<file path="config.mk">
export PLATFORM = sky130hd
export DESIGN_NAME = ccd_channel_divider
export DESIGN_NICKNAME = d
export VERILOG_FILES = /design/src/verilog/ccd_channel_divider.v
export VERILOG_INCLUDE_DIRS = /design/src /design/src/verilog
export SDC_FILE = /design/constraint.sdc
export NUM_CORES = 1
export LEC_CHECK = 0
export ABC_AREA = 1
export BUFFER_PORTS_ARGS = -buffer_cell sky130_fd_sc_hd__buf_2
export CORE_UTILIZATION = 50
export CTS_BUF_LIST = sky130_fd_sc_hd__clkbuf_8
export CTS_CLUSTER_SIZE = 10
export DETAILED_ROUTE_END_ITERATION = 16
export PLACE_DENSITY = 0.73
export SYNTH_ARGS = -nofsm -noshare
export SYNTH_HDL_FRONTEND = slang
export SYNTH_SLANG_ARGS = --single-unit
</file>
<file path="constraint.sdc">
create_clock -name clk -period 3.2 [get_ports clk]
set_input_delay 0.48 -clock clk [delete_from_list [all_inputs] [get_ports clk]]
set_output_delay 0.48 -clock clk [all_outputs]
set_load 0.05 [all_outputs]
</file>
<file path="src/verilog/ccd_map.vh">
// register map, field positions and reset values of the cascaded channel divider
// Summary of operation
// RULE1: each divider offers whole-period coarse phase delay
// RULE2: phase code is start level times 16 plus nibble
// RULE3: start levels bits 0/1; nibbles low/high phase
// RULE4: low count bits 7:4, high count 3:0
// RULE5: stage delays count that stage's input periods
// RULE6: both codes small: codes times periods add
// RULE7: second code large: adds code-16+low+1 periods
// RULE8: first code large: adds code-16+low+1 periods
// RULE9: both large: both stages add their terms
// RULE10: correction with even input gives fifty percent
// RULE11: odd prescaler: odd-only stages follow input duty
// RULE12: both bypassed: input duty passes straight through
// RULE13: any even stage or fifty input: fifty
// RULE14: low for low+1, high for high+1 cycles
// RULE15: software uses first stage, bypasses second only
// RULE16: correction on by default, off by disable bit
// RULE17: sync release presets start level and phase
`ifndef CCD_MAP_VH
`define CCD_MAP_VH

// ----------------------------------------------------------------
// register indices (byte address is four times the index)
// ----------------------------------------------------------------
`define CCD_IDX_CH3_STAGE1_DIVISION     12'h199
`define CCD_IDX_CH3_PHASE_CODES         12'h19a
`define CCD_IDX_CH3_STAGE2_DIVISION     12'h19b
`define CCD_IDX_CH3_START_LEVEL_BYPASS  12'h19c
`define CCD_IDX_CH3_DUTY_FIX_DISABLE    12'h19d
`define CCD_IDX_CH4_STAGE1_DIVISION     12'h19e
`define CCD_IDX_CH4_PHASE_CODES         12'h19f
`define CCD_IDX_CH4_STAGE2_DIVISION     12'h1a0
`define CCD_IDX_CH4_START_LEVEL_BYPASS  12'h1a1
`define CCD_IDX_CH4_DUTY_FIX_DISABLE    12'h1a2
`define CCD_IDX_STATUS                  12'h1a4

// ----------------------------------------------------------------
// field positions
// ----------------------------------------------------------------
`define CCD_LOW_CNT_LSB      4
`define CCD_HIGH_CNT_LSB     0
`define CCD_START_LEVEL_LSB  0
`define CCD_BYPASS_LSB       4
`define CCD_PHASE_STEP_W     4
`define CCD_DUTY_FIX_BIT     0

// ----------------------------------------------------------------
// reset values and code thresholds
// ----------------------------------------------------------------
`define CCD_RST_DIVISION     8'h00
`define CCD_RST_PHASE        8'h00
`define CCD_RST_START_BYP    8'h00
`define CCD_RST_DUTY_FIX     8'h00
`define CCD_CODE_HIGH_W      5'h10

`endif

</file>
<file path="src/verilog/ccd_channel_divider.v">
// cascaded two-stage channel dividers with coarse phase and duty correction
//
// Added by the designer: the APB register port.
`timescale 1ns/1ns
`default_nettype none
`include "ccd_map.vh"

module ccd_channel_divider #(
   parameter ADDR_W = 12                       // apb byte address width
) (
   input  wire              clk,               // system clock, 250 MHz
   input  wire              srst,              // synchronous reset, active high
   input  wire              psel,              // apb select
   input  wire              penable,           // apb access phase
   input  wire              pwrite,            // apb direction, high = write
   input  wire [ADDR_W-1:0] paddr,             // apb byte address
   input  wire [31:0]       pwdata,            // apb write data
   output reg  [31:0]       prdata,            // apb read data
   output wire              pready,            // apb ready, zero wait
   output wire              pslverr,           // apb error on unmapped access
   input  wire [1:0]        chInClk,           // channel input clock levels
   input  wire              syncHold,          // sync held while high
   output reg  [1:0]        chOut              // channel outputs to drivers
);

   // ----------------------------------------------------------------
   // configuration storage
   // ----------------------------------------------------------------
   reg  [7:0] division [0:3];                  // stage division, ch3.1 ch3.2 ch4.1 ch4.2
   reg  [7:0] phaseCodes [0:1];                // phase nibbles per channel
   reg  [7:0] startBypass [0:1];               // start levels and bypass bits
   reg  [7:0] dutyFixDisable [0:1];            // correction disable per channel

   // stage datapath nets
   wire [3:0] stIn;                            // clock entering each stage
   wire [3:0] stOut;                           // clock leaving each stage
   wire [3:0] stLevel;                         // counter output level
   wire [3:0] stPrevIn;                        // previous input sample

   // apb decode nets
   wire [ADDR_W-3:0] regIdx;                   // word index from address
   wire              accessPh;                 // access phase of a transfer
   wire              setupPh;                  // setup phase of a transfer
   wire              hit;                      // address maps to a register

   // ----------------------------------------------------------------
   // helper functions
   // ----------------------------------------------------------------

   // true when the word index names a register
   function isMapped;
      input [ADDR_W-3:0] idx;
      begin
         case (idx)
            `CCD_IDX_CH3_STAGE1_DIVISION,
            `CCD_IDX_CH3_PHASE_CODES,
            `CCD_IDX_CH3_STAGE2_DIVISION,
            `CCD_IDX_CH3_START_LEVEL_BYPASS,
            `CCD_IDX_CH3_DUTY_FIX_DISABLE,
            `CCD_IDX_CH4_STAGE1_DIVISION,
            `CCD_IDX_CH4_PHASE_CODES,
            `CCD_IDX_CH4_STAGE2_DIVISION,
            `CCD_IDX_CH4_START_LEVEL_BYPASS,
            `CCD_IDX_CH4_DUTY_FIX_DISABLE,
            `CCD_IDX_STATUS: isMapped = 1'b1;
            default:         isMapped = 1'b0;
         endcase
      end
   endfunction

   // low nibble widened to counter width
   function [4:0] widen;
      input [3:0] v;
      begin
         widen = {1'b0, v};
      end
   endfunction

   // ----------------------------------------------------------------
   // apb slave
   // ----------------------------------------------------------------
   assign regIdx   = paddr[ADDR_W-1:2];
   assign setupPh  = psel & ~penable;
   assign accessPh = psel & penable;
   assign hit      = isMapped(regIdx) & (paddr[1:0] == 2'h0);
   assign pready   = 1'b1;                     // every access ends at once
   assign pslverr  = accessPh & ~hit;          // unmapped or misaligned

   // register writes in the access phase
   always @(posedge clk) begin
      if (srst) begin
         division[0]       <= `CCD_RST_DIVISION;
         division[1]       <= `CCD_RST_DIVISION;
         division[2]       <= `CCD_RST_DIVISION;
         division[3]       <= `CCD_RST_DIVISION;
         phaseCodes[0]     <= `CCD_RST_PHASE;
         phaseCodes[1]     <= `CCD_RST_PHASE;
         startBypass[0]    <= `CCD_RST_START_BYP;
         startBypass[1]    <= `CCD_RST_START_BYP;
         dutyFixDisable[0] <= `CCD_RST_DUTY_FIX;  // RULE16
         dutyFixDisable[1] <= `CCD_RST_DUTY_FIX;  // RULE16
      end else if (accessPh & pwrite & hit) begin
         case (regIdx)
            // low count 7:4, high count 3:0 per stage
            `CCD_IDX_CH3_STAGE1_DIVISION:    division[0]       <= pwdata[7:0]; // RULE4
            `CCD_IDX_CH3_STAGE2_DIVISION:    division[1]       <= pwdata[7:0]; // RULE4
            `CCD_IDX_CH4_STAGE1_DIVISION:    division[2]       <= pwdata[7:0]; // RULE4
            `CCD_IDX_CH4_STAGE2_DIVISION:    division[3]       <= pwdata[7:0]; // RULE4
            // stage phase nibbles, low half first stage
            `CCD_IDX_CH3_PHASE_CODES:        phaseCodes[0]     <= pwdata[7:0]; // RULE3
            `CCD_IDX_CH4_PHASE_CODES:        phaseCodes[1]     <= pwdata[7:0]; // RULE3
            // start levels and bypass bits
            `CCD_IDX_CH3_START_LEVEL_BYPASS: startBypass[0]    <= pwdata[7:0]; // RULE3
            `CCD_IDX_CH4_START_LEVEL_BYPASS: startBypass[1]    <= pwdata[7:0]; // RULE3
            // correction disable bits
            `CCD_IDX_CH3_DUTY_FIX_DISABLE:   dutyFixDisable[0] <= pwdata[7:0]; // RULE16
            `CCD_IDX_CH4_DUTY_FIX_DISABLE:   dutyFixDisable[1] <= pwdata[7:0]; // RULE16
            default: ;                         // status is read only
         endcase
      end
   end

   // read data captured in the setup phase, valid through the access
   always @(posedge clk) begin
      if (srst) begin
         prdata <= 32'h00000000;
      end else if (setupPh & ~hit) begin
         // refused reads, misaligned ones too, return zero
         prdata <= 32'h00000000;
      end else if (setupPh) begin
         case (regIdx)
            `CCD_IDX_CH3_STAGE1_DIVISION:    prdata <= {24'h000000, division[0]};
            `CCD_IDX_CH3_PHASE_CODES:        prdata <= {24'h000000, phaseCodes[0]};
            `CCD_IDX_CH3_STAGE2_DIVISION:    prdata <= {24'h000000, division[1]};
            `CCD_IDX_CH3_START_LEVEL_BYPASS: prdata <= {24'h000000, startBypass[0]};
            `CCD_IDX_CH3_DUTY_FIX_DISABLE:   prdata <= {24'h000000, dutyFixDisable[0]};
            `CCD_IDX_CH4_STAGE1_DIVISION:    prdata <= {24'h000000, division[2]};
            `CCD_IDX_CH4_PHASE_CODES:        prdata <= {24'h000000, phaseCodes[1]};
            `CCD_IDX_CH4_STAGE2_DIVISION:    prdata <= {24'h000000, division[3]};
            `CCD_IDX_CH4_START_LEVEL_BYPASS: prdata <= {24'h000000, startBypass[1]};
            `CCD_IDX_CH4_DUTY_FIX_DISABLE:   prdata <= {24'h000000, dutyFixDisable[1]};
            // live state: stage levels, sync, outputs
            `CCD_IDX_STATUS: prdata <= {25'h0000000, chOut, syncHold, stLevel};
            default:         prdata <= 32'h00000000;
         endcase
      end
   end

   // ----------------------------------------------------------------
   // stage chain: four counters, two per channel
   // ----------------------------------------------------------------
   genvar s;
   generate
      for (s = 0; s < 4; s = s + 1) begin : g_stage
         // per-stage configuration slices
         wire [3:0] lowCnt;                    // low cycles minus one
         wire [3:0] highCnt;                   // high cycles minus one
         wire [3:0] phaseStep;                 // phase step nibble
         wire       startLevel;                // start level bit
         wire       bypass;                    // stage passes input through
         wire       dutyFixOn;                 // correction active
         wire       oddSplit;                  // low count one above high
         wire       rise;                      // input rising edge
         wire       fall;                      // input falling edge
         wire [4:0] phaseCode;                 // five-bit phase code
         reg  [4:0] cnt;                       // cycles left in current level
         reg        pendFall;                  // corrected fall awaits input fall
         reg        level;                     // this stage's counter level
         reg        prevIn;                    // this stage's input one clk ago

         assign lowCnt     = division[s][`CCD_LOW_CNT_LSB +: 4];          // RULE4
         assign highCnt    = division[s][`CCD_HIGH_CNT_LSB +: 4];         // RULE4
         assign phaseStep  = phaseCodes[s/2][(s%2)*`CCD_PHASE_STEP_W +: 4]; // RULE3
         assign startLevel = startBypass[s/2][`CCD_START_LEVEL_LSB + s%2]; // RULE3
         assign bypass     = startBypass[s/2][`CCD_BYPASS_LSB + s%2];
         assign dutyFixOn  = ~dutyFixDisable[s/2][`CCD_DUTY_FIX_BIT];    // RULE16
         assign oddSplit   = (widen(highCnt) + 5'h01) == widen(lowCnt);
         assign phaseCode  = {startLevel, phaseStep};                    // RULE2

         // first stage takes the channel clock, second the first output
         if (s % 2 == 0) begin : g_first
            assign stIn[s] = chInClk[s/2];                              // RULE5
         end else begin : g_second
            assign stIn[s] = stOut[s-1];                                // RULE5
         end

         // per-stage flops gathered into the shared vectors
         assign stLevel[s]  = level;
         assign stPrevIn[s] = prevIn;

         assign rise = stIn[s] & ~stPrevIn[s];
         assign fall = ~stIn[s] & stPrevIn[s];

         // bypassed stage passes the input waveform unchanged
         assign stOut[s] = bypass ? stIn[s] : stLevel[s];                // RULE12

         // counter: preset under sync, count input periods after release
         always @(posedge clk) begin
            if (srst) begin
               level    <= 1'b0;
               prevIn   <= 1'b0;
               cnt      <= 5'h00;
               pendFall <= 1'b0;
            end else begin
               prevIn <= stIn[s];
               if (syncHold) begin
                  // static preset; delay measured from release
                  pendFall <= 1'b0;                                     // RULE17
                  if (phaseCode < `CCD_CODE_HIGH_W) begin
                     // start low: phase steps plus low cycles
                     level <= 1'b0;                                     // RULE6
                     cnt   <= widen(phaseStep) + widen(lowCnt);         // RULE1
                  end else begin
                     // start high: held high for code-16+low+1 periods
                     level <= 1'b1;                                     // RULE7
                     cnt   <= widen(phaseCode[3:0]) + widen(lowCnt);    // RULE8
                  end
               end else if (rise) begin
                  if (cnt != 5'h00) begin
                     cnt <= cnt - 5'h01;                                // RULE14
                  end else if (level == 1'b0) begin
                     // low phase over: go high for high+1
                     level <= 1'b1;
                     cnt   <= widen(highCnt);                           // RULE14
                  end else if (dutyFixOn & oddSplit & ~pendFall) begin
                     // odd split: hold high into next input low half
                     pendFall <= 1'b1;                                  // RULE13
                     cnt      <= widen(lowCnt);                         // RULE11
                  end else begin
                     // high phase over: go low for low+1
                     level <= 1'b0;
                     cnt   <= widen(lowCnt);                            // RULE14
                  end
               end else if (fall & pendFall) begin
                  // corrected fall at mid input period
                  level      <= 1'b0;                                   // RULE10
                  pendFall   <= 1'b0;                                   // RULE13
               end
            end
         end
      end
   endgenerate

   // ----------------------------------------------------------------
   // output registers toward the drivers
   // ----------------------------------------------------------------

   // channel output is the second stage result, registered
   always @(posedge clk) begin
      if (srst) begin
         chOut <= 2'h0;
      end else begin
         // both stage delays have already added up in the cascade
         chOut <= {stOut[3], stOut[1]};                                 // RULE9
      end
   end

endmodule
`default_nettype wire

</file>
After elaboration in Yosys (flattened, before gate mapping):

Memories as Yosys holds them, arrays and structs flattened.
Cells that the tools add are included.

* bits in registers: 66
* RAM bits: 80
* output and inout port bits: 36
* word-level logic and storage cells: 268
* memories kept: 4

* add/subtract/negate cells: 12
* order comparisons: 4
* equal/unequal tests: 31
* muxes and demuxes: 118
* bitwise operators: 53
* reduce and logical (&&, ||, !) cells: 28

Memories
* division: depth 4, width 8, read ports 4, clocked after memory_dff 0, write ports 4, RTL line ccd_channel_divider.v:29 `reg [7:0] division [0:3];`
* dutyFixDisable: depth 2, width 8, read ports 2, clocked after memory_dff 0, write ports 2, RTL line ccd_channel_divider.v:32 `reg [7:0] dutyFixDisable [0:1];`
* phaseCodes: depth 2, width 8, read ports 2, clocked after memory_dff 0, write ports 2, RTL line ccd_channel_divider.v:30 `reg [7:0] phaseCodes [0:1];`
* startBypass: depth 2, width 8, read ports 2, clocked after memory_dff 0, write ports 2, RTL line ccd_channel_divider.v:31 `reg [7:0] startBypass [0:1];`

Operators with widths (number)
* $eq A10 B9 Y1 const B: 11
* $mux W1: 91
* $pmux W8 S11: 1
* $mux W8: 10
* $mux W5: 12
* $and A1 B1 Y1: 27
* $add A4 B1 Y5 const B: 4
* $add A4 B4 Y5: 4
* $eq A5 B4 Y1: 4
* $lt A5 B5 Y1 const B: 4
* $reduce_bool A5 Y1: 4
* $sub A5 B1 Y5 const B: 4
* $mux W4: 4
* $ne A2 B1 Y1 const B: 8
* $not A1 Y1: 16
* $reduce_and A4 Y1: 4
* $reduce_bool A2 Y1: 8
* $ne A3 B3 Y1 const B: 4
* $reduce_bool A3 Y1: 4
* $reduce_or A11 Y1: 1
* $or A1 B1 Y1: 10
* $ne A2 B2 Y1 const B: 4
* $reduce_and A2 Y1: 4
* $reduce_or A2 Y1: 2
* $logic_not A2 Y1: 1

Longest topological paths before layout:

Gate-level depths: netlist of the first run.
An unclocked memory read counts as a cell.

* depth after elaboration: 10
* gate-level depth with buffers: 12

Worst setup path after synthesis of the first run:

No wires, ideal clock.

* path kind: input -> register
* start point: input port paddr[11]
* end point: memory dutyFixDisable[1][2], in the netlist dutyFixDisable[0][10] (enable)
* library setup time: 0.384 ns
* data arrival time: 2.063 ns
* data required time: 2.816 ns
* setup slack: 0.753 ns
* cell stages on the path: 11
* buffers on the path: 0
* cells stage by stage: inv_1 > nand2_2 > nor2_1 > nand3_1 > nand2_1 > nor2_2 > nand3_4 > nand2_4 > inv_6 > nand2_1 > o21ai_0

RTL lines
* start: declaration: RTL line ccd_channel_divider.v:16 `input wire [ADDR_W-1:0] paddr,`
* end: declaration: RTL line ccd_channel_divider.v:32

Final worst setup path of the first run:

* start point: input port paddr[8]
* end point: output port pslverr

* cells in the longest elaborated chain, start to end: 6
* elaborated cells between the ends (all ways): 16
* those cells by class: 11 x eq/ne; 1 x mux; 3 x bitwise; 1 x reduce/logical

RTL lines
* $eq A10 B9 Y1: RTL line ccd_channel_divider.v:54 `case (idx)`
* $reduce_or A11 Y1 *: RTL line ccd_channel_divider.v:54
* $mux W1 *: RTL line ccd_channel_divider.v:54
* $and A1 B1 Y1 *: RTL line ccd_channel_divider.v:85 `assign hit = isMapped(regIdx) & (paddr[1:0] == 2'h0);`
* $not A1 Y1 *: RTL line ccd_channel_divider.v:87 `assign pslverr = accessPh & ~hit;`
* $and A1 B1 Y1 *: RTL line ccd_channel_divider.v:87
* end: declaration: RTL line ccd_channel_divider.v:20 `output wire pslverr,`

Mark *: on every way between the ends. The rest lies on a longest branch, timed or not.

==> results of run 1 <==
## tightest hold or removal path, cell delays in order
cell    delay (ns)
buf_2         0.09
inv_1         0.05
nor2_1        0.07
## path summary, 6_finish.rpt
kind                              end  slack [ns]
setup / recovery              pslverr        0.58
hold / removal      g_stage[0].prevIn        0.28
setup reg to reg     g_stage[1].level        0.97
hold reg to reg   g_stage[3].pendFall        0.47
## layout by cell type (no fill, tap or decap), types with 3 or more instances in the layout
master / instances
ha_1: 24
nand3_4: 5
a221oi_1: 3
edfxtp_1: 80
xor2_1: 12
o211ai_1: 11
nor2_2: 6
buf_2: 38
nor3_1: 63
nand2_2: 4
clkinv_1: 7
nor2_1: 94
a31oi_1: 8
inv_2: 3
clkinvlp_4: 3
or2_2: 7
nor2_4: 3
conb_1: 25
inv_1: 101
o2111ai_2: 3
o21ai_0: 58
nand3_1: 57
a21oi_1: 29
fa_1: 4
nand2_1: 163
buf_4: 11
bufinv_16: 3
o2111ai_1: 3
clkbuf_8: 18
dfxtp_1: 42
mux2i_1: 6
nand4_1: 22
xnor2_1: 19
## metrics by stage
step	util, %	worst slack, ns	instances	power [uW]
finish	56.11	0.5811	1143	3877
global route	56.11	0.4424	1143	4043
CTS	56.11	0.6172	1143	3883
detailed placement	53.33	0.5343	1111	2498
global placement	53.33	0.5884	1111	2491
floorplan	-	0.7535	923	2352
## power groups by stage
| stage | Clock [uW] | Combinational, uW | Sequential, uW |
|---|---|---|---|
| 3_5_place_dp | 0 | 618 | 1880 |
| 2_1_floorplan | 0 | 498 | 1850 |
| 3_3_place_gp | 0 | 611 | 1880 |
| 6_report | 1400 | 626 | 1850 |
| 5_1_grt | 1480 | 701 | 1860 |
| 4_1_cts | 1410 | 622 | 1850 |
## registers in the layout, summed over array words and instances (netlist names)
signal and cells:
prdata 8, g_stage.prevIn 4, phaseCodes 16, division 32, dutyFixDisable 16, g_stage.pendFall 4
startBypass 16, chOut 2, g_stage.cnt 20, g_stage.level 4
## metal layers
metal,wire length [microns],vias up,share of wire [%],GRT usage (%)
met1,8461,2952,43,36.41
met3,1534,54,7.8,6.136
met4,673,0,3.4,13.25
li1,-,3112,-,-
met5,0,-,0,0
met2,9071,279,46,42.57
## cells in the mapped netlist (2+ instances only)
master     instances
nand2_1          163
inv_1            100
nor2_1            94
edfxtp_1          80
nor3_1            63
o21ai_0           58
nand3_1           57
dfxtp_1           42
a21oi_1           29
buf_4             26
ha_1              24
nand4_1           22
xnor2_1           19
clkbuf_1          15
xor2_1            12
o211ai_1          11
a31oi_1            8
or2_2              7
mux2i_1            6
nor2_2             6
nand3_4            5
clkinv_1           4
fa_1               4
nand2_2            4
a221oi_1           3
buf_2              3
inv_2              3
nor2_4             3
o2111ai_1          3
o2111ai_2          3
a21boi_0           2
a32o_1             2
conb_1             2
nand3b_1           2
o221ai_1           2
## cells by family (layout without fill, tap and decap cells)
| kind of cell | Yosys count | count (layout) |
|---|---|---|
| and+or+nand+nor | 431 | 431 |
| buffers and inverters | 153 | 189 |
| AOI/OAI and AO/OA | 127 | 127 |
| DFF | 122 | 122 |
| xor gates and xnor gates | 31 | 31 |
| adders and majority gates | 28 | 28 |
| muxes | 6 | 6 |
| other | 2 | 25 |
## final cells by class
class	instances	share of cell area, %
clock inverter	14	1.910
clock buffer	18	3.049
sequential	122	39.92
inverter	108	5.052
multi-input combinational	648	43.88
tap	184	2.834
timing repair buffer	49	3.357
==> metrics.txt, run 1 <==
# Post-CTS Setup Buffers=0; Syn-to-layout area delta=9.642%; IO buf count=38; Layout fillers=1348; largest driver fanout on the critical path=17; # resized after CTS=0; async set-or-reset flop fraction in the synthesized netlist=0%; Worst EP required=2.72 ns; number of enable flip-flop cells after synthesis=80; post-DR wirelength/cell=17.27 microns; total of max-cap violations=0; worst-case clock skew=0.01166 ns; CTS max path bufs=2; vias in the first global route=5723; fraction of layout cells with a size suffix above 1=11.89%; via total after detailed routing=6397; xor/xnor share of the synthesized area=3.664%; top-level port count=88; CP arrival=2.14 ns; Worst Setup SP=paddr[8]; share of synthesized cell area in and, or, nand and nor gates=26.92%; Hold Crit Class=in2reg; global-route total usage across every layer=27.51%; area of the core region=0.01448 sq mm; Clk network pwr share=36.2%; cell-by-cell trace of the critical path=buf_2 -> inv_2 -> nand2_2 -> nor2_4 -> nand3_1 -> nand2_1 -> inv_2 -> nand3_4 -> nand2_4 -> inv_6 -> nor2_1 -> buf_2; Final Cycle Share=81.84%; run status=complete, no violations; number of DRC markers in iteration 0=536; cts-stage hold buffer count=0; Relative slew margins=27.74%; most common flop cell mapped by yosys=edfxtp_1; launch instance of the worst min-delay path=chInClk[0]; Synth Register Bits=122; RSZ-0062 raised after global routing=no; sort of element at the end of the critical path=output port; proportion of synthesized chip area in sequential cells=43.77%; top cell type's share of synthesized area=32.42%; kind of critical path=in2out; layout net count=1026; Cells on Worst Hold Path=3; cell area after layout=0.008124 sq mm; R2R depth=8; hold violation total from the final report=0; Horiz. Die Dim=123.7 microns; library cell contributing the largest single delay on the critical path=nor2_4; Yosys Warn Count=0; crit-path leading delay family=simple AND/OR/NAND/NOR gates; share of synthesized area spent on multiplexers=0.8105%; ranking of synthesized cells by area=edfxtp_1 32%, dfxtp_1 11%, nand2_1 8.3%; CTS H-tree lvls=4; Synth Area in Adders=5.133%; remaining antenna violation count=0; largest net degree at the start of global routing=69; clock insertion delay at the later pin of the skew report=0.46 ns; row count=44; longest individual stage delay on the worst path=0.37 ns; buffer type at the clock tree root=clkbuf_8; buffering stage count on the worst path with inverters included=5; total routed wirelength=19740 microns; area used by multi-input combinational logic=0.003565 sq mm; area of the die=0.01531 sq mm; fin. max-slew vios=0; count of distinct cell types in the synthesized netlist=48; number of buffers inserted during clock tree synthesis=17; CTS sink count=122; global-route wire length before repair=30400 microns; initial antenna violation count=0; clock-pin slew on the worst setup and hold paths=0.07 ns; switch share=29.35%; smallest hold slack=0.2804 ns; weighted congestion reported at the end of routability-driven placement=0.9967; post-detailed-route via-to-cell ratio=5.597; largest area contributor in the synthesized netlist=edfxtp_1; leak pwr=0.003411 uW; Starting Density=51.18%; FF-to-FF Start=g_stage[0].level; sequential share of power=47.7%; instance count on the critical path=12; height of the die=123.7 microns; net switching power of the design=1138 uW; Compound-Gate Fraction of Synth Area=10.32%; overflow left after global routing=0; transition time at the pin with the least slew margin=1.080 ns; dominant combinational cell family by area after synthesis=simple AND/OR/NAND/NOR gates; Inserted Diodes=0; Sequential Area=0.003243 sq mm; Syn Area/Cell=8.233 sq um; post-layout min period=2.619 ns; number of cells produced by synthesis=900; Placement Cell Area=0.007721 sq mm; post-synthesis instance area=0.007410 sq mm; CP startpoint kind=input pin; number of endpoints failing setup at the final stage=0; post-detailed-route DRC marker count=0; first drt pass iteration count=6; Max rail drop VDD=0.4678 mV; Comb power frac=16.1%; Achievable Freq=381.8 MHz; HPWL after DPL=14580 microns; total power divided by cell area=477.2 mW/mm^2; internal power of the cells=2739 uW; Sum Neg Setup Slack=0 ns; CTS tree=yes
No activity file was read; power rests on OpenSTA's default activity.
==> run 2: changes to the inputs <==
--- a/config.mk
+++ b/config.mk
@@ -12,7 +12,7 @@
 export CTS_BUF_LIST = sky130_fd_sc_hd__clkbuf_8
 export CTS_CLUSTER_SIZE = 10
 export DETAILED_ROUTE_END_ITERATION = 16
-export PLACE_DENSITY = 0.73
+export PLACE_DENSITY = 0.76
 export SYNTH_ARGS = -nofsm -noshare
 export SYNTH_HDL_FRONTEND = slang
 export SYNTH_SLANG_ARGS = --single-unit
==> constraint.sdc (replaced) <==
create_clock -name clk -period 2.2 [get_ports clk]
set_input_delay 0.33 -clock clk [delete_from_list [all_inputs] [get_ports clk]]
set_output_delay 0.33 -clock clk [all_outputs]
set_load 0.05 [all_outputs]
==> run 2 against run 1 <==
Sequential cell count unchanged. Sequential power is 45% higher. Clock skew is 0.0040 ns higher. Worst setup slack lost 0.33 ns. Combinational power rose by 50%. Critical path type unchanged. Critical endpoint unchanged. Largest cell class unchanged.
==> metrics.txt, run 2 (same netlist as run 1, synthesis figures left out) <==
GRT busiest layer=met2; cts-stage hold buffer count=0; CTS H-tree lvls=4; net switching power of the design=1670 uW; layout net count=1055; top-level port count=88; number of endpoints failing setup at the final stage=0; CP startpoint kind=input pin; # resized after CTS=0; global-route wire length before repair=30730 microns; post-detailed-route DRC marker count=0; Hold Crit Class=in2reg; worst-case clock skew=0.01569 ns; largest reg by FF count=division; run status=complete, no violations; via total after detailed routing=6483; post-layout min period=1.949 ns; Inserted Diodes=0; CTS tree=yes; GR Layer Usage met2=45.49%; vias in the first global route=5874; total routed wirelength=19970 microns; clock insertion delay at the later pin of the skew report=0.45 ns; area of the die=0.01531 sq mm; overflow left after global routing=0; Worst EP required=1.87 ns; sequential share of power=47.6%; Achievable Freq=513.1 MHz; total of max-cap violations=0; smallest hold slack=0.1339 ns; Syn-to-layout area delta=12.43%; final critical-path setup slack=0.2511 ns; Max rail drop VDD=0.6379 mV; switch share=29.61%; clock-pin slew on the worst setup and hold paths=0.07 ns; largest registers=division x32, g_stage.cnt x20; Setup Slack @ Placement=0.04336 ns; buffer type at the clock tree root=clkbuf_8; number of DRC markers in iteration 0=682; Clk network pwr share=35.7%; HPWL after DPL=14950 microns; area of the core region=0.01448 sq mm; remaining antenna violation count=0; CP arrival=1.62 ns; transition time at the pin with the least slew margin=0.6712 ns; total power divided by cell area=677.0 mW/mm^2; post-detailed-route via-to-cell ratio=5.536; post-DR wirelength/cell=17.05 microns; Comb power frac=16.7%; kind of critical path=in2out; global-route total usage across every layer=27.39%; # Post-CTS Setup Buffers=0; height of the die=123.7 microns; row count=44; most common cell after layout, fill and taps aside=nand2_1; largest driver fanout on the critical path=9; fin. max-slew vios=0; IO buf count=38; final cell count without fillers=1171; hold violation total from the final report=0; number of flip-flops in the largest register=32; sort of element at the end of the critical path=output port; core utilization of the finished layout=57.54%; largest net degree at the start of global routing=55; CTS sink count=122; number of buffers inserted during clock tree synthesis=17; Cells after DPL=1140; fraction of layout cells with a size suffix above 1=14.39%; Horiz. Die Dim=123.7 microns; RSZ-0062 raised after global routing=no; met3 GRT Util=5.311%; CTS max path bufs=2; leak pwr=0.003540 uW; internal power of the cells=3970 uW; Relative slew margins=54.98%; weighted congestion reported at the end of routability-driven placement=0.9398; Starting Density=51.18%; first drt pass iteration count=5; initial antenna violation count=0; Sum Neg Setup Slack=0 ns; global-route track usage on met1=35.86%; Final Cycle Share=88.59%; leading cell types in the layout, fill and taps excluded=163 x nand2_1, 101 x inv_1, 94 x nor2_1
==> run 2: cell types whose count changed in the layout (fill, tap and decap cells not counted), sizes merged <==
cell | before | now
buf | 49 | 78
clkbuf | 18 | 17
clkinv | 11 | 10
clkinvlp | 3 | 4
==> run 2: layout make-up <==
cell class	instances	area, sq um
Inverter	108	410.4
Clock buffer	17	234.0
Multi-Input combinational cell	648	3565
Tap cell	184	230.2
Fill cell	1329	6148
Clock inverter	14	157.7
Timing Repair Buffer	78	490.5
Sequential cell	122	3243
==> run 2: through the flow <==
step	area, sq um	total power (uW)
after global routing	8330	5870
after CTS	8330	5640
final	8330	5640
after floorplan	7496	3421
after detailed placement	7939	3660
after global placement	7939	3638
==> run 2: metal layers <==
metal	wire length, microns	vias to the layer above
met2	9718	256
met1	8383	3037
met4	335	0
met3	1532	31
met5	0	-
li1	-	3159
==> run 2: power by group through the flow <==
stage	Sequential, uW	Combinational (uW)	Clock, uW
after floorplan	2700	724	0
after global placement	2730	908	0
after detailed placement	2730	927	0
after CTS	2680	933	2020
after global routing	2700	1050	2120
final	2690	940	2010
==> run 2: critical path, stage by stage <==
cell and delay [ns]:
buf_2 0.10, inv_1 0.05, nand2_2 0.10, nor2_1 0.23, nand3_1 0.14, nand2_1 0.09
nor2_2 0.06, nand3_4 0.06, nand2_4 0.06, inv_6 0.14, nor2_1 0.05, buf_2 0.20
==> run 2: final timing paths <==
check	to	cells past startpoint	slack (ns)	from
max	pslverr	12	0.25	paddr[11]
min	g_stage[0].prevIn	3	0.13	chInClk[0]
min reg2reg	g_stage[3].pendFall	2	0.48	g_stage[3].pendFall
max reg2reg	g_stage[1].cnt[1]	7	0.32	g_stage[0].level
==> run 3: changes to the inputs <==
--- a/config.mk
+++ b/config.mk
@@ -8,11 +8,13 @@
 export LEC_CHECK = 0
 export ABC_AREA = 1
 export BUFFER_PORTS_ARGS = -buffer_cell sky130_fd_sc_hd__buf_2
-export CORE_UTILIZATION = 50
+export CELL_PAD_IN_SITES_DETAIL_PLACEMENT = 1
+export CELL_PAD_IN_SITES_GLOBAL_PLACEMENT = 1
+export CORE_UTILIZATION = 41
 export CTS_BUF_LIST = sky130_fd_sc_hd__clkbuf_8
 export CTS_CLUSTER_SIZE = 10
 export DETAILED_ROUTE_END_ITERATION = 16
-export PLACE_DENSITY = 0.76
+export PLACE_DENSITY = 0.82
 export SYNTH_ARGS = -nofsm -noshare
 export SYNTH_HDL_FRONTEND = slang
 export SYNTH_SLANG_ARGS = --single-unit
==> run 3 against run 2 <==
Sequential cell count unchanged. Combinational power rose by 4.0%. Power is essentially flat. Routed wire length grew 21%. Final area is 0.60% higher. Hold slack got worse by 0.0062 ns. Largest cell class unchanged.
==> metrics.txt, run 3 (same netlist as run 1, synthesis figures left out) <==
run status=complete, no violations; RSZ-0062 raised after global routing=no; row count=48; largest net degree at the start of global routing=43; CTS tree=yes; post-detailed-route DRC marker count=0; clock-pin slew on the worst setup and hold paths=0.08 ns; clock insertion delay at the later pin of the skew report=0.47 ns; fraction of layout cells with a size suffix above 1=14.85%; Hold Crit Class=in2reg; via total after detailed routing=6686; FF-to-FF Start=g_stage[0].level; CTS max path bufs=2; hold violation total from the final report=0; layout net count=1057; weighted congestion reported at the end of routability-driven placement=0.9349; met3 layer wire length in the routed design=1400 microns; # Post-CTS Setup Buffers=0; height of the die=136.4 microns; sort of element at the end of the critical path=output port; CP startpoint kind=input pin; total of max-cap violations=0; Inserted Diodes=0; # resized after CTS=0; core utilization of the finished layout=47.95%; library cell contributing the largest single delay on the critical path=nor2_1; buffer type at the clock tree root=clkbuf_8; launch instance of the worst min-delay path=chInClk[0]; total routed wirelength=24070 microns; Worst Setup SP=paddr[11]; Relative slew margins=60.85%; total power divided by cell area=672.3 mW/mm^2; cts-stage hold buffer count=0; first drt pass iteration count=4; area of the core region=0.01748 sq mm; Starting Density=42.40%; Achievable Freq=485.0 MHz; Layout fillers=2143; routed wire length on met2=11850 microns; global-route wire length before repair=37170 microns; Final Cycle Share=93.73%; number of DRC markers in iteration 0=500; most common cell after layout, fill and taps aside=nand2_1; number of flip-flops in the largest register=32; Worst EP required=1.87 ns; largest reg by FF count=division; initial antenna violation count=0; remaining antenna violation count=0; leak pwr=0.003542 uW; post-detailed-route via-to-cell ratio=5.503; post-layout min period=2.062 ns; post-DR wirelength/cell=19.81 microns; number of buffers inserted during clock tree synthesis=17; largest registers=division x32, g_stage.cnt x20; smallest hold slack=0.1278 ns; worst-case clock skew=0.01362 ns; transition time at the pin with the least slew margin=0.5837 ns; Post-Route M1 WL=9925 microns; CTS sink count=122; number of endpoints failing setup at the final stage=0; top-level port count=88; Syn-to-layout area delta=13.10%; fin. max-slew vios=0; longest individual stage delay on the worst path=0.27 ns; leading cell types in the layout, fill and taps excluded=163 x nand2_1, 100 x inv_1, 94 x nor2_1; Max Used Layer=met4; IO buf count=38; largest driver fanout on the critical path=9; global-route total usage across every layer=27.42%; CP arrival=1.73 ns; area of the die=0.01861 sq mm; Max rail drop VDD=0.5077 mV; kind of critical path=in2out; HPWL after DPL=18370 microns; Horiz. Die Dim=136.4 microns; overflow left after global routing=0; vias in the first global route=6808; CTS H-tree lvls=4; cell-by-cell trace of the critical path=buf_2 -> inv_1 -> nand2_2 -> nor2_1 -> nand3b_1 -> nand2_1 -> inv_2 -> nand3_4 -> nand2_4 -> inv_6 -> nor2_1 -> buf_2; Power, Total=5634 uW
==> run 3: path summary, 6_finish.rpt <==
| path | end | slack (ns) | depth (start not counted) |
|---|---|---|---|
| setup / recovery | pslverr | 0.14 | 12 |
| hold / removal | g_stage[0].prevIn | 0.13 | 3 |
| setup reg to reg | g_stage[1].level | 0.41 | 8 |
| hold reg to reg | g_stage[2].pendFall | 0.48 | 2 |
==> run 3: where the power goes <==
part           internal, uW  switching (uW)
Clock                   907            1060
Sequential             2570             127
Combinational           309             668
Total                  3780            1850
==> run 3: final cells by class <==
class                   count  area (sq um)  share of cell area [%]
well taps                 225         281.5                   3.359
multi-input cells         648          3565                   42.54
clock inverters            15         141.4                   1.687
repair buffers             80         505.5                   6.032
clock buffers              17         234.0                   2.792
inverters                 108         410.4                   4.897
flip-flops and latches    122          3243                   38.70
==> run 3: per-stage QoR <==
step | cells | setup TNS, ns | instance area [sq um] | setup WS (ns)
floorplan | 923 | -3.089 | 7496 | -0.09652
global placement | 1183 | -0.1401 | 8005 | -0.007907
detailed placement | 1183 | -2.095 | 8005 | -0.07246
CTS | 1215 | 0 | 8381 | 0.1597
global route | 1215 | 0 | 8381 | 0.03316
finish | 1215 | 0 | 8381 | 0.1380
==> run 3: routing by layer <==
metal,track usage (%),vias to the layer above
li1,-,3178
met1,33.61,3231
met2,46.53,210
met3,5.444,67
met4,11.79,0
met5,0,-
==> run 3: worst max-delay path: cells and delay by family <==
family        cells  cell delay (ns)
simple gates      7             0.84
buf+inv           5             0.56
